`src/core/rtcc_pkg.sv`:
```
package rtcc_pkg;
  // configuration port byte addresses
  localparam logic [7:0] ADDR_COUNT_BASE = 8'h40; // counter bytes, lsb first
  localparam logic [7:0] ADDR_MATCH_BASE = 8'h48; // match bytes, lsb first
  localparam logic [7:0] ADDR_CTRL_STAT  = 8'h58; // control write / status read
  localparam int         NUM_BYTES       = 5;     // 40 bits as bytes
  localparam int         CNT_W           = 40;    // counter and match width
  // control field positions
  localparam int BIT_SOFT_RST  = 7;
  localparam int BIT_CNT_EN    = 6;
  localparam int BIT_MATCH_EN  = 5;
  localparam int BIT_XT_HI     = 4;
  localparam int BIT_XT_LO     = 3;
  localparam int BIT_CLR_MATCH = 2;
  localparam int BIT_CNT_RUN   = 1;
  localparam int BIT_OSC_SEL   = 0;
  localparam logic [7:0] CTRL_RESET = 8'h00; // control value after reset
  // status field positions
  localparam int ST_IN_RESET = 7;
  localparam int ST_COUNTING = 6;
  localparam int ST_MATCH    = 5;
  localparam int ST_PRE_CLK  = 2;
  localparam int ST_NONZERO  = 1;
  // pre-scaler: divide by 128, first step after 64 edges
  localparam int         PRE_W    = 7;
  localparam logic [6:0] PRE_LAST = 7'h3f; // count before the 64th edge
  // reset release on the config clock rising edge with this index, counted from zero
  localparam logic [1:0] REL_LAST = 2'h1;  // index of the second edge
endpackage : rtcc_pkg

```
`src/core/rtcc_prescale.sv`:
```
`timescale 1ns/1ps
`default_nettype none
// divide-by-128 pre-scaler on counter clock edges
module rtcc_prescale (
  input  wire logic clk_sys, // system clock
  input  wire logic reset,   // sync reset, high
  input  wire logic clear,   // hold pre-scaler at zero
  input  wire logic step,    // one counter clock rising edge
  output logic      tick,    // pre-scaled clock rising edge
  output logic      level    // pre-scaled clock level
);
  import rtcc_pkg::*;

  logic [PRE_W-1:0] pre_ff;  // pre-scaler count
  logic [PRE_W-1:0] nxt_pre; // next count

  // clear dominates, else count edges
  assign nxt_pre = clear ? '0 : (step ? PRE_W'(pre_ff + 7'h01) : pre_ff);
  // 64th edge and then every 128 edges
  assign tick    = step & ~clear & (pre_ff == PRE_LAST);
  assign level   = pre_ff[PRE_W-1];

  // count register
  always_ff @(posedge clk_sys) begin
    if (reset) begin
      pre_ff <= '0;
    end else begin
      pre_ff <= nxt_pre;
    end
  end
endmodule : rtcc_prescale
`default_nettype wire

```
`src/core/rtcc_core.sv`:
```
// Functional notes
// - supply down or soft reset clears counter block
// - reset releases on second config clock edge
// - count enable works only outside reset
// - first step at 64th edge, then every 128
// - enable low clears pre-scaler, keeps counter
// - match output high on equality when enabled
// - crystal mode output follows bits 4:3
// - clear-on-match clears at next pre-scaled edge
// - without clear-on-match counting continues past match
// - counter clear bit zero forces counter zero
// - bit 0 drives oscillator ownership select
// - control/status register at address 0x58
// - status reads show block state, not control
// - counter bytes at 0x40..0x44, lsb first
// - match bytes at 0x48..0x4c, lsb first
`timescale 1ns/1ps
`default_nettype none
module rtcc_core (
  input  wire logic       clk_sys,                  // system clock
  input  wire logic       reset,                    // sync reset, high
  input  wire logic       config_port_clock,        // times reset release
  input  wire logic       counter_clock,            // crystal derived clock
  input  wire logic       io_supply_up,             // io supply good
  input  wire logic [7:0] cfg_addr,                 // byte address
  input  wire logic [7:0] cfg_wdata,                // write byte
  input  wire logic       cfg_wr,                   // write strobe
  input  wire logic       cfg_rd,                   // read strobe
  output logic      [7:0] cfg_rdata,                // read byte
  output logic            cfg_rvalid,               // read byte valid
  output logic            match_output,             // match event out
  output logic      [1:0] crystal_mode_output,      // oscillator mode pins
  output logic            oscillator_select_output  // oscillator ownership
);
  import rtcc_pkg::*;

  // one-hot byte select of a five byte group
  function automatic logic [NUM_BYTES-1:0] byte_sel(input logic [7:0] addr, input logic [7:0] base);
    logic [NUM_BYTES-1:0] sel;
    sel = '0;
    for (int i = 0; i < NUM_BYTES; i++) begin
      sel[i] = (addr == 8'(base + 8'(i)));
    end
    return sel;
  endfunction : byte_sel

  logic [7:0]       ctrl_ff;        // control register
  logic [7:0]       nxt_ctrl;       // next control
  logic             blk_rst_ff;     // block held in reset
  logic             nxt_blk_rst;    // next block reset
  logic [1:0]       rel_ff;         // release edge count
  logic [1:0]       nxt_rel;        // next release count
  logic             cfg_clk_prv_ff; // config clock last sample
  logic             cnt_clk_prv_ff; // counter clock last sample
  logic [CNT_W-1:0] count_ff;       // 40-bit counter
  logic [CNT_W-1:0] nxt_count;      // next counter
  logic [CNT_W-1:0] match_ff;       // 40-bit match value
  logic [CNT_W-1:0] nxt_match;      // next match value
  logic [CNT_W-1:0] cnt_wr_val;     // counter with written byte
  logic [CNT_W-1:0] mat_wr_val;     // match with written byte
  logic             match_out_ff;   // match output flop
  logic             nxt_match_out;  // next match output
  logic [7:0]       rdata_ff;       // read data flop
  logic [7:0]       nxt_rdata;      // next read data
  logic             rvalid_ff;      // read valid flop

  wire                 hold_src  = ~io_supply_up | ctrl_ff[BIT_SOFT_RST];     // reset causes
  wire                 hold      = hold_src | blk_rst_ff;                     // block in reset
  wire                 cfg_rise  = config_port_clock & ~cfg_clk_prv_ff;       // config clock edge
  wire                 cnt_rise  = counter_clock & ~cnt_clk_prv_ff;           // counter clock edge
  wire                 run       = ctrl_ff[BIT_CNT_EN] & ~hold;
  wire                 cnt_clr   = ~ctrl_ff[BIT_CNT_RUN];                     // counter forced zero
  wire [NUM_BYTES-1:0] cnt_sel   = byte_sel(cfg_addr, ADDR_COUNT_BASE);       // counter byte hit
  wire [NUM_BYTES-1:0] mat_sel   = byte_sel(cfg_addr, ADDR_MATCH_BASE);       // match byte hit
  wire                 cnt_wr    = cfg_wr & (|cnt_sel);                       // counter byte write
  wire                 mat_wr    = cfg_wr & (|mat_sel);                       // match byte write
  wire                 ctrl_hit  = (cfg_addr == ADDR_CTRL_STAT);              // control address
  wire                 match_hit = (count_ff == match_ff);
  wire [2:0]           byte_idx  = cfg_addr[2:0];                             // byte within group
  wire                 pre_tick;                                              // pre-scaled edge
  wire                 pre_level;                                             // pre-scaled level
  wire [7:0]           status;                                                // status byte

  // pre-scaler cleared outside counting or when counter is cleared
  rtcc_prescale u_pre (
    .clk_sys (clk_sys),
    .reset   (reset),
    .clear   (~run | cnt_clr),
    .step    (cnt_rise),
    .tick    (pre_tick),
    .level   (pre_level)
  );

  // byte merge for counter and match writes
  genvar gb;
  generate
    for (gb = 0; gb < NUM_BYTES; gb++) begin : g_byte
      assign cnt_wr_val[gb*8 +: 8] = (cfg_wr & cnt_sel[gb]) ? cfg_wdata : count_ff[gb*8 +: 8];
      assign mat_wr_val[gb*8 +: 8] = (cfg_wr & mat_sel[gb]) ? cfg_wdata : match_ff[gb*8 +: 8];
    end
  endgenerate

  // control written at its address, untouched by block reset
  assign nxt_ctrl = (cfg_wr & ctrl_hit) ? cfg_wdata : ctrl_ff;

  // release counts config clock edges once causes are gone
  assign nxt_blk_rst = hold_src ? 1'b1 : ((blk_rst_ff & cfg_rise & (rel_ff == REL_LAST)) ? 1'b0 : blk_rst_ff);
  assign nxt_rel     = hold_src ? 2'h0 : ((blk_rst_ff & cfg_rise) ? 2'(rel_ff + 2'h1) : rel_ff);

  // counter: reset, clear, host write, then pre-scaled step
  assign nxt_count = hold ? '0 :
                     cnt_clr ? '0 :
                     cnt_wr ? cnt_wr_val :
                     (pre_tick & run & match_hit & ctrl_ff[BIT_CLR_MATCH]) ? '0 :
                     (pre_tick & run) ? CNT_W'(count_ff + 40'h1) :
                     count_ff;
  assign nxt_match = hold ? '0 : mat_wr_val;

  // match output gated by enable
  assign nxt_match_out = ~hold & ctrl_ff[BIT_MATCH_EN] & match_hit;

  // status reflects live block state
  assign status = {
    hold,                                            // in reset
    run,                                             // counting
    match_out_ff,                                    // match output
    ctrl_ff[BIT_XT_HI:BIT_XT_LO],                    // mode driven
    pre_level,                                       // pre-scaled clock
    (count_ff != '0),                                // counter nonzero
    ctrl_ff[BIT_OSC_SEL]                             // ownership driven
  };

  // read selection
  assign nxt_rdata = ctrl_hit ? status :
                     (|cnt_sel) ? 8'(count_ff >> {byte_idx, 3'h0}) :
                     (|mat_sel) ? 8'(match_ff >> {byte_idx, 3'h0}) :
                     8'h00;

  // control register
  always_ff @(posedge clk_sys) begin
    if (reset) begin
      ctrl_ff <= CTRL_RESET;
    end else begin
      ctrl_ff <= nxt_ctrl;
    end
  end

  // reset release state and edge samples
  always_ff @(posedge clk_sys) begin
    if (reset) begin
      blk_rst_ff     <= 1'b1;
      rel_ff         <= 2'h0;
      cfg_clk_prv_ff <= 1'b0;
      cnt_clk_prv_ff <= 1'b0;
    end else begin
      blk_rst_ff     <= nxt_blk_rst;
      rel_ff         <= nxt_rel;
      cfg_clk_prv_ff <= config_port_clock;
      cnt_clk_prv_ff <= counter_clock;
    end
  end

  // counter, match value, match output
  always_ff @(posedge clk_sys) begin
    if (reset) begin
      count_ff     <= '0;
      match_ff     <= '0;
      match_out_ff <= 1'b0;
    end else begin
      count_ff     <= nxt_count;
      match_ff     <= nxt_match;
      match_out_ff <= nxt_match_out;
    end
  end

  // read data path
  always_ff @(posedge clk_sys) begin
    if (reset) begin
      rdata_ff  <= 8'h00;
      rvalid_ff <= 1'b0;
    end else begin
      rdata_ff  <= cfg_rd ? nxt_rdata : rdata_ff;
      rvalid_ff <= cfg_rd;
    end
  end

  // outputs straight from flops
  assign cfg_rdata                = rdata_ff;
  assign cfg_rvalid               = rvalid_ff;
  assign match_output             = match_out_ff;
  assign crystal_mode_output      = ctrl_ff[BIT_XT_HI:BIT_XT_LO];
  assign oscillator_select_output = ctrl_ff[BIT_OSC_SEL];
endmodule : rtcc_core
`default_nettype wire

```
`config.mk`:
```
export PLATFORM = sky130hd
export DESIGN_NAME = rtcc_core
export DESIGN_NICKNAME = d
export VERILOG_FILES = /design/src/core/rtcc_pkg.sv /design/src/core/rtcc_prescale.sv /design/src/core/rtcc_core.sv
export SDC_FILE = /design/constraint.sdc
export NUM_CORES = 1
export LEC_CHECK = 0
export ABC_AREA = 0
export BUFFER_PORTS_ARGS = -buffer_cell sky130_fd_sc_hd__buf_2
export CORE_AREA = 3 3 117 119
export DETAILED_ROUTE_END_ITERATION = 8
export DIE_AREA = 0 0 120 122
export PLACE_DENSITY = 0.83
export SLEW_MARGIN = 20
export SYNTH_ARGS = -nofsm -noshare
export SYNTH_HDL_FRONTEND = slang
export SYNTH_SLANG_ARGS = --single-unit
```
`constraint.sdc`:
```
create_clock -name clk_sys -period 2.25 [get_ports clk_sys]
set_input_delay 0.675 -clock clk_sys [delete_from_list [all_inputs] [get_ports clk_sys]]
set_output_delay 0.675 -clock clk_sys [all_outputs]
set_load 0.02 [all_outputs]
```
==> results by stage, run 1 <==
Outcome:
- The flow ran to the end, and the final reports show no timing, DRC or antenna violations.

Detailed routing:
- The post-detailed-route count of antenna-violating nets is 0.
- In this run, the number of DRC markers left after iteration 0 of detailed routing was 882.
- The detailed-route wire length is 24700 um.
- In the final routed layout, each cell accounts on average for 22.1 um.
- The total number of vias is 7416.
- In the routed design, unresolved DRC markers number 0.
- The first detailed-routing pass ran for 7 iterations.
- The routed via count divided by cell count is 6.62.

Cells and area:
- The antenna diode count is 0.
- The signed area change from the synthesized netlist to the final layout is 20.8%.
- In the final layout, the multi-input gates occupy 0.00460 mm^2.
- The fill cell instance count of the final layout is 1040.
- Measured on the finished design, the core utilization comes to 68.0%.
- The layout net count is 970.
- After the flow finishes, the layout carries non-filler instances totaling 1120.
- The fraction of layout instances using a drive strength above 1 is 24.3%.
- The total area of sequential cells is 0.00222 mm^2.

STA:
- The worst setup slack after layout is 0.0501 ns.
- For the final database, setup skew stands at 0.00480 ns.
- The clock period minus worst slack is 2.20 ns.
- For this run, the top clock speed supported by timing is 455 MHz.
- Dividing the final minimum period by the clock period gives 97.8%.
- The final number of setup-violating endpoints is 0.
- The remaining max-slew budget at the tightest pin is 66.1%.
- The total count of hold-check failures in the final report came to 0.
- At the pin with the least slew margin, the transition time is 0.504 ns.
- The total count of max-transition violations in the final report is 0.

Pwr:
- The clock network power share is 44.5%.
- Per report_power, the sequential group accounts for 49.1% of the total.
- VDD sags by at most 0.582 mV.
- The leakage power figure is 3.29 nW.
- The power spent charging and discharging nets is 928 uW.
- The cell internal power dissipation is 3.07 mW.
- The switching share of total power is 23.2%.
- Dividing total power by cell area gives a power density of 464 mW/mm^2.
- Combinational cells account for 6.4% of the total power.

Synth:
- The count of mapped cells out of synthesis is 864.
- Summed over its instances, the top area cell type makes up 30.9% of the synthesized netlist area.
- Yosys printed 0 warnings.
- The number of synthesized flops with an enable pin is 0.
- The most used flip-flop cell after synthesis is sky130_fd_sc_hd__dfxtp_1.
- The synthesized area is 0.00713 mm^2.
- The synthesized design contains 110 register bits.
- Summed over all instances, the cell type with the most area after synthesis is sky130_fd_sc_hd__dfxtp_1.
- The number of distinct library cells after synthesis is 71.
- Yosys attributes the largest share of cell area to sky130_fd_sc_hd__dfxtp_1, sky130_fd_sc_hd__mux2i_1, sky130_fd_sc_hd__xnor2_1, sky130_fd_sc_hd__nand4_1, sky130_fd_sc_hd__nor2_1.
- Summing the sequential cell areas from Yosys gives 30.9% of the chip area.
- The average size of a mapped cell is 8.26 um^2.
- The share of flip-flops with an asynchronous set or reset after synthesis is 0%.
- When the netlist entered floorplanning its net count stood at 891.

CTS:
- Counting along the longest clock path gives a buffer depth of 2.
- Buffers inserted to repair hold after CTS numbered 0.
- The H-tree generated during clock tree synthesis spans 3 levels.
- Clock tree synthesis found a total of 110 sinks.
- At the later pin of the worst-skew pair, clock insertion delay measures 0.36 ns.
- The cell sitting at the root of the clock tree is a sky130_fd_sc_hd__clkbuf_16.
- The number of buffers inserted during clock tree synthesis is 9.
- TritonCTS built the clock tree.
- The register clock-pin slew on the reported worst setup and hold paths is 0.07 ns.

Global route:
- After global routing the overflow that remains totals 0.
- The largest net degree at the start of global routing is 45.
- The first-pass GRT wire length is 38100 um.
- The number of global-route vias before repair came to 6913.
- The number of antenna violations at the first check in global routing was 0.
- Global routing used 33.6% of the available tracks.

Setup path:
- The capturing element type of the critical path is a register.
- The highest fanout seen on the critical path is 11.
- The setup path with the least slack is of type primary input to register.
- The critical path startpoint category is a primary input.
- The required time of the critical path is 2.55 ns.
- Data arrives at the worst endpoint at 2.50 ns.

Place:
- The half-perimeter wire length of the detailed placement result is 18100 um.
- At the placement stage, the worst setup path has a slack of -0.234 ns.
- Buffers placed on the I/O ports in this run total 35.
- The final weighted congestion of routability-driven global placement is 1.03.
- The cell total after placement is 1102.

Hold path:
- The worst hold path class is register to register.

Floorplanning:
- After floorplanning, the core was divided into 41 placement rows.
- Once the floorplan was initialized, standard cells occupied 56.3% of the core.
- The die is 120 um wide.
- The placeable core region is 0.0127 mm^2.
- The area of the die is 0.0146 mm^2.
- The number of placed I/O pins is 36.
- The die span in y is 122 um.

Run:
- Max-cap violations in this run came to 0.
-- sequential cells by signal, indices dropped and copies added (netlist names), 2 cells and up --
signal,cells
rel_ff,2
cfg_rdata,8
match_ff,40
ctrl_ff,8
count_ff,40
u_pre.pre_ff,7
-- repair_timing --
item | CTS | global route
setup endpoints to repair | 2 | 32
pin swaps | 0 | 4
buffers inserted | 0 | 2
endpoints found under the hold margin | 0 | 0
gates resized for setup | 1 | 31
-- kinds of logic after synthesis --
| family | count (synthesis) | share of synthesized area (%) |
|---|---|---|
| AND/OR/NAND/NOR | 379 | 29.1 |
| AO/OA/AOI/OAI | 140 | 13.5 |
| flip-flops | 110 | 30.9 |
| buffers and inverters | 97 | 6.21 |
| multiplexers | 87 | 13.9 |
| XOR/XNOR | 47 | 5.77 |
| adder cells (fa/ha/maj) | 4 | 0.702 |
-- stage by stage --
stage	power [mW]	hold WS (ns)	instance area (um^2)	TNS, ns
finish	3.99	0.448	8620	0
CTS	4.01	0.454	8470	0
global route	4.10	0.488	8620	-0.00490
detailed placement	2.25	0.444	8130	-9.87
global placement	2.25	0.433	8130	-7.15
floorplan	2.13	0.422	7150	-0.0253
-- power groups by stage --
stage	Sequential, mW	Combinational [mW]	Clock [mW]
after floorplan	2.02	0.116	0
after global placement	2.01	0.242	0
after detailed placement	2.01	0.244	0
after CTS	1.96	0.247	1.80
after global routing	1.96	0.266	1.87
final	1.96	0.255	1.78
-- critical path, stage by stage --
cell and delay [ns]:
sky130_fd_sc_hd__buf_2 0.12, sky130_fd_sc_hd__nor4b_4 0.34, sky130_fd_sc_hd__and4b_2 0.35, sky130_fd_sc_hd__buf_12 0.16, sky130_fd_sc_hd__buf_12 0.13, sky130_fd_sc_hd__and2_1 0.35
sky130_fd_sc_hd__mux2i_1 0.17, sky130_fd_sc_hd__a31oi_2 0.19
-- cell usage in the layout, fill, tap and decap left out, types with 8 or more instances in the layout --
cell | netlist | final
sky130_fd_sc_hd__o21ai_0 | 21 | 18
sky130_fd_sc_hd__buf_2 | 26 | 35
sky130_fd_sc_hd__buf_4 | 12 | 110
sky130_fd_sc_hd__and2_1 | 12 | 12
sky130_fd_sc_hd__inv_1 | 8 | 8
sky130_fd_sc_hd__nand2_1 | 59 | 59
sky130_fd_sc_hd__clkbuf_16 | 0 | 9
sky130_fd_sc_hd__and3_1 | 11 | 11
sky130_fd_sc_hd__mux4_2 | 9 | 9
sky130_fd_sc_hd__buf_12 | 0 | 9
sky130_fd_sc_hd__xnor2_1 | 44 | 44
sky130_fd_sc_hd__nor4_1 | 28 | 22
sky130_fd_sc_hd__mux2i_1 | 74 | 74
sky130_fd_sc_hd__nor2_1 | 91 | 91
sky130_fd_sc_hd__nor3_1 | 20 | 20
sky130_fd_sc_hd__nand3_1 | 45 | 43
sky130_fd_sc_hd__a22o_1 | 9 | 9
sky130_fd_sc_hd__dfxtp_2 | 0 | 12
sky130_fd_sc_hd__a31oi_1 | 32 | 32
sky130_fd_sc_hd__nand4_1 | 61 | 61
sky130_fd_sc_hd__a21oi_1 | 32 | 32
sky130_fd_sc_hd__dfxtp_1 | 110 | 98
-- path summary, 6_finish.rpt --
check / from / to / slack (ns) / depth (start not counted)
max: cfg_addr[4] / count_ff[31]$_SDFFE_PP0P_ / 0.05 / 8
min: ctrl_ff[5]$_SDFFE_PP0P_ / match_output$_SDFF_PP0_ / 0.45 / 2
max reg2reg: u_pre.pre_ff[0]$_SDFFE_PP0N_ / count_ff[22]$_SDFFE_PP0P_ / 0.12 / 9
min reg2reg: ctrl_ff[5]$_SDFFE_PP0P_ / match_output$_SDFF_PP0_ / 0.45 / 2
-- cell type report --
cell class / instances / area share, %
clock buffers: 10 / 2.77
clock inverters: 6 / 1.09
inverters: 8 / 0.348
multi-input cells: 657 / 53.4
flip-flops and latches: 110 / 25.7
well taps: 172 / 2.50
repair buffers: 157 / 14.1
-- layer usage --
| metal | track usage [%] | routed length [um] | up-vias |
|---|---|---|---|
| li1 | - | - | 3370 |
| met1 | 42.7 | 9480 | 3420 |
| met5 | 0 | 0 | - |
| met3 | 8.12 | 2840 | 113 |
| met2 | 52.2 | 10800 | 513 |
| met4 | 19.5 | 1540 | 0 |
-- synthesized netlist by cell type (3+ instances only) --
cell type and count:
sky130_fd_sc_hd__mux2i_1 74, sky130_fd_sc_hd__a31oi_1 32, sky130_fd_sc_hd__buf_4 12, sky130_fd_sc_hd__and3_1 11
sky130_fd_sc_hd__nand2b_1 3, sky130_fd_sc_hd__or3_1 7, sky130_fd_sc_hd__mux4_2 9, sky130_fd_sc_hd__o22ai_1 5
sky130_fd_sc_hd__nor3_1 20, sky130_fd_sc_hd__mux2_2 4, sky130_fd_sc_hd__nand4_1 61, sky130_fd_sc_hd__nand3_1 45
sky130_fd_sc_hd__buf_1 3, sky130_fd_sc_hd__o2111ai_1 5, sky130_fd_sc_hd__ha_1 4, sky130_fd_sc_hd__dfxtp_1 110
sky130_fd_sc_hd__nor2_1 91, sky130_fd_sc_hd__and4_1 3, sky130_fd_sc_hd__buf_2 26, sky130_fd_sc_hd__inv_1 8
sky130_fd_sc_hd__a211oi_1 7, sky130_fd_sc_hd__nand4b_1 5, sky130_fd_sc_hd__o221ai_1 3, sky130_fd_sc_hd__nor4_1 28
sky130_fd_sc_hd__nor4b_1 3, sky130_fd_sc_hd__nand2_1 59, sky130_fd_sc_hd__a21oi_1 32, sky130_fd_sc_hd__a221oi_1 3
sky130_fd_sc_hd__and2_1 12, sky130_fd_sc_hd__o21ai_0 21, sky130_fd_sc_hd__clkbuf_1 47, sky130_fd_sc_hd__xor2_1 3
sky130_fd_sc_hd__nor2b_1 7, sky130_fd_sc_hd__a22o_1 9, sky130_fd_sc_hd__xnor2_1 44
Note: power is estimated with default switching activity, not from simulation.
==> run 2: changes to the inputs <==
CORE_AREA = 3 3 115 117   (was 3 3 117 119)
CTS_BUF_LIST = sky130_fd_sc_hd__clkbuf_4   (was default)
DIE_AREA = 0 0 118 120   (was 0 0 120 122)
PLACE_DENSITY = 0.85   (was 0.83)
==> results by stage, run 2 (synthesis results as in run 1) <==
Outcome:
- Outcome: complete, no violations (unchanged).

STA:
- The clock period minus worst slack was 2.18 ns (was 2.20 ns).
- The setup TNS came to 0 ns (unchanged).
- The worst hold margin is 0.369 ns (was 0.448 ns).
- The worst clock skew came to 0.0194 ns (was 0.00480 ns).
- The maximum frequency from static timing analysis is 458 MHz (was 455 MHz).
- The final number of setup-violating endpoints is 0 (unchanged).
- The total count of max-transition violations in the final report is 0 (unchanged).
- The share of the cycle needed by the critical path after routing was 97.0% (was 97.8%).
- The remaining max-slew budget at the tightest pin is 62.0% (was 66.1%).
- Setup repair after global routing could not meet its margin everywhere.
- The worst setup slack after layout was 0.0668 ns (was 0.0501 ns).
- The total count of hold-check failures in the final report came to 0 (unchanged).
- The slew at the pin closest to its max-slew limit is 0.571 ns (was 0.504 ns).

Floorplanning:
- The width of the die was 118 um (was 120 um).
- The placeable core region is 0.0125 mm^2 (was 0.0127 mm^2).
- The number of placed I/O pins is 36 (unchanged).
- The area of the die is 0.0142 mm^2 (was 0.0146 mm^2).
- The floorplan row count came to 41 (unchanged).
- The initial core utilization is 57.2% (was 56.3%).
- The die span in y is 120 um (was 122 um).

CTS:
- The insertion delay to the later sink of the worst-skew pair is 0.54 ns (was 0.36 ns).
- The number of buffers inserted during clock tree synthesis is 9 (unchanged).
- The sink count of the clock tree was 110 (unchanged).
- The root buffer selected by CTS is sky130_fd_sc_hd__clkbuf_4 (was sky130_fd_sc_hd__clkbuf_16).
- The TritonCTS clock tree is done (unchanged).
- The number of levels in the clock H-tree is 3 (unchanged).
- The quantity of hold-fixing buffers added after cts came to 0 (unchanged).
- The buffer levels on the longest clock path is 2 (unchanged).
- The register clock-pin slew on the reported worst setup and hold paths is 0.18 ns (was 0.07 ns).

Setup path:
- The required time of the critical path is 2.73 ns (was 2.55 ns).
- The capturing element type of the critical path is a register (unchanged).
- The critical path startpoint category is a register (was primary input).
- The highest fanout seen on the critical path is 6 (was 11).
- The start point of the critical path is count_ff[19]$_SDFFE_PP0P_ (was cfg_addr[4]).
- The worst reg2reg path startpoint was count_ff[19]$_SDFFE_PP0P_ (was u_pre.pre_ff[0]$_SDFFE_PP0N_).
- The worst setup path category is register to register (was primary input to register).
- The worst path arrival time is 2.66 ns (was 2.50 ns).

Detailed routing:
- The first-pass iteration count of the detailed router was 6 (was 7).
- The violation count after the first detailed-route iteration is 1121 (was 882).
- The detailed-route wire length is 25000 um (was 24700 um).
- The post-detailed-route count of antenna-violating nets came to 0 (unchanged).
- The total number of vias is 7592 (was 7416).
- The routed via count divided by cell count was 6.73 (was 6.62).
- The average wire per standard cell was 22.2 um (was 22.1 um).
- The number of remaining DRC errors came to 0 (unchanged).

Cells and area:
- The final cell count without fillers came to 1128 (was 1120).
- The core utilization of the finished layout is 67.3% (was 68.0%).
- Leading registers by flop count: count_ff: 40 flops, match_ff: 40 flops (unchanged).
- The total area of sequential cells came to 0.00221 mm^2 (was 0.00222 mm^2).
- The leading cell type in the layout, fill and taps excluded is sky130_fd_sc_hd__buf_4 (unchanged).
- The finished layout cell area came to 0.00839 mm^2 (was 0.00862 mm^2).
- The signed area change from the synthesized netlist to the final layout is 17.6% (was 20.8%).
- The fraction of layout instances using a drive strength above 1 came to 24.3% (about the same).
- The layout net count is 977 (was 970).
- The multi-input combinational cell area is 0.00455 mm^2 (was 0.00460 mm^2).
- The fill cell instance count of the final layout is 1035 (was 1040).
- Commonest cells after routing, fill and taps aside: sky130_fd_sc_hd__buf_4, sky130_fd_sc_hd__dfxtp_1, sky130_fd_sc_hd__nor2_1, sky130_fd_sc_hd__mux2i_1, sky130_fd_sc_hd__nand4_1 (unchanged).

Pwr:
- The cell area power density is 385 mW/mm^2 (was 464 mW/mm^2).
- The leakage power figure is 3.18 nW (was 3.29 nW).
- The largest voltage drop on the vdd net was 0.397 mV (was 0.582 mV).
- The overall power of the completed layout is 3.23 mW (was 3.99 mW).

Global route:
- The first-pass GRT wire length is 38800 um (was 38100 um).
- The number of global-route vias before repair is 7156 (was 6913).
- The total global-route track usage is 34.9% (was 33.6%).
- The number of antenna violations at the first check in global routing came to 1 (was 0).
- The sum of overflow across all layers after global routing is 0 (unchanged).
- The largest net degree at the start of global routing is 68 (was 45).

Place:
- The final weighted congestion of routability-driven global placement was 0.995 (was 1.03).
- The cell area after placement came to 0.00814 mm^2 (was 0.00813 mm^2).
- The cell total after placement came to 1108 (was 1102).
- The count of buffers inserted at the top-level ports is 35 (unchanged).
- The worst setup timing slack at the placement stage is -0.208 ns (was -0.234 ns).
- The half-perimeter wire length of the detailed placement result is 18400 um (was 18100 um).

Hold path:
- The hold path startpoint is config_port_clock (was ctrl_ff[5]$_SDFFE_PP0P_).
- The worst hold path class is primary input to register (was register to register).

Run:
- The count of max-cap constraint violations is 0 (unchanged).
-- run 2: cell type report --
class,count,area share (%)
diodes,1,0.0298
clock buffers,9,0.805
clock inverters,7,0.925
inverters,8,0.358
multi-input cells,657,54.2
flip-flops and latches,110,26.4
well taps,172,2.57
repair buffers,164,14.7
-- run 2: final timing paths --
kind	endpoint	slack (ns)	depth (start not counted)
worst max-delay path	count_ff[26]$_SDFFE_PP0P_	0.07	9
worst min-delay path	cfg_clk_prv_ff$_SDFF_PP0_	0.37	2
worst max register to register	count_ff[26]$_SDFFE_PP0P_	0.07	9
worst min register to register	match_output$_SDFF_PP0_	0.47	2
-- run 2: what timing repair did --
item / CTS / global route
setup endpoints to repair: 0 / 24
buffers inserted: 0 / 2
resized for setup: 0 / 22
-- run 2: power breakdown --
group          internal (mW)  switching (mW)  leakage, nW  total, mW
clock                  0.262           0.762       0.0746       1.02
sequential              1.96         0.00529        0.893       1.97
combinational         0.0876           0.153         2.21      0.240
total                   2.31           0.920         3.18       3.23
-- run 2: worst max-delay path, stage by stage, from the launching register on --
cell and delay, ns:
sky130_fd_sc_hd__dfxtp_1 0.50, sky130_fd_sc_hd__buf_4 0.21, sky130_fd_sc_hd__nand4_1 0.14, sky130_fd_sc_hd__nor3_1 0.27
sky130_fd_sc_hd__buf_4 0.20, sky130_fd_sc_hd__nand2_1 0.15, sky130_fd_sc_hd__buf_4 0.18, sky130_fd_sc_hd__nor4_1 0.24
sky130_fd_sc_hd__a21oi_1 0.11, sky130_fd_sc_hd__o22ai_1 0.12
-- run 2: routing by layer --
metal  vias to the layer above  track usage [%]  part of all wire [%]
li1                       3387                -                     -
met1                      3491             43.7                    38
met2                       578             54.3                    43
met3                       136             9.14                    11
met4                         0             20.7                   7.4
met5                         -                0                     0
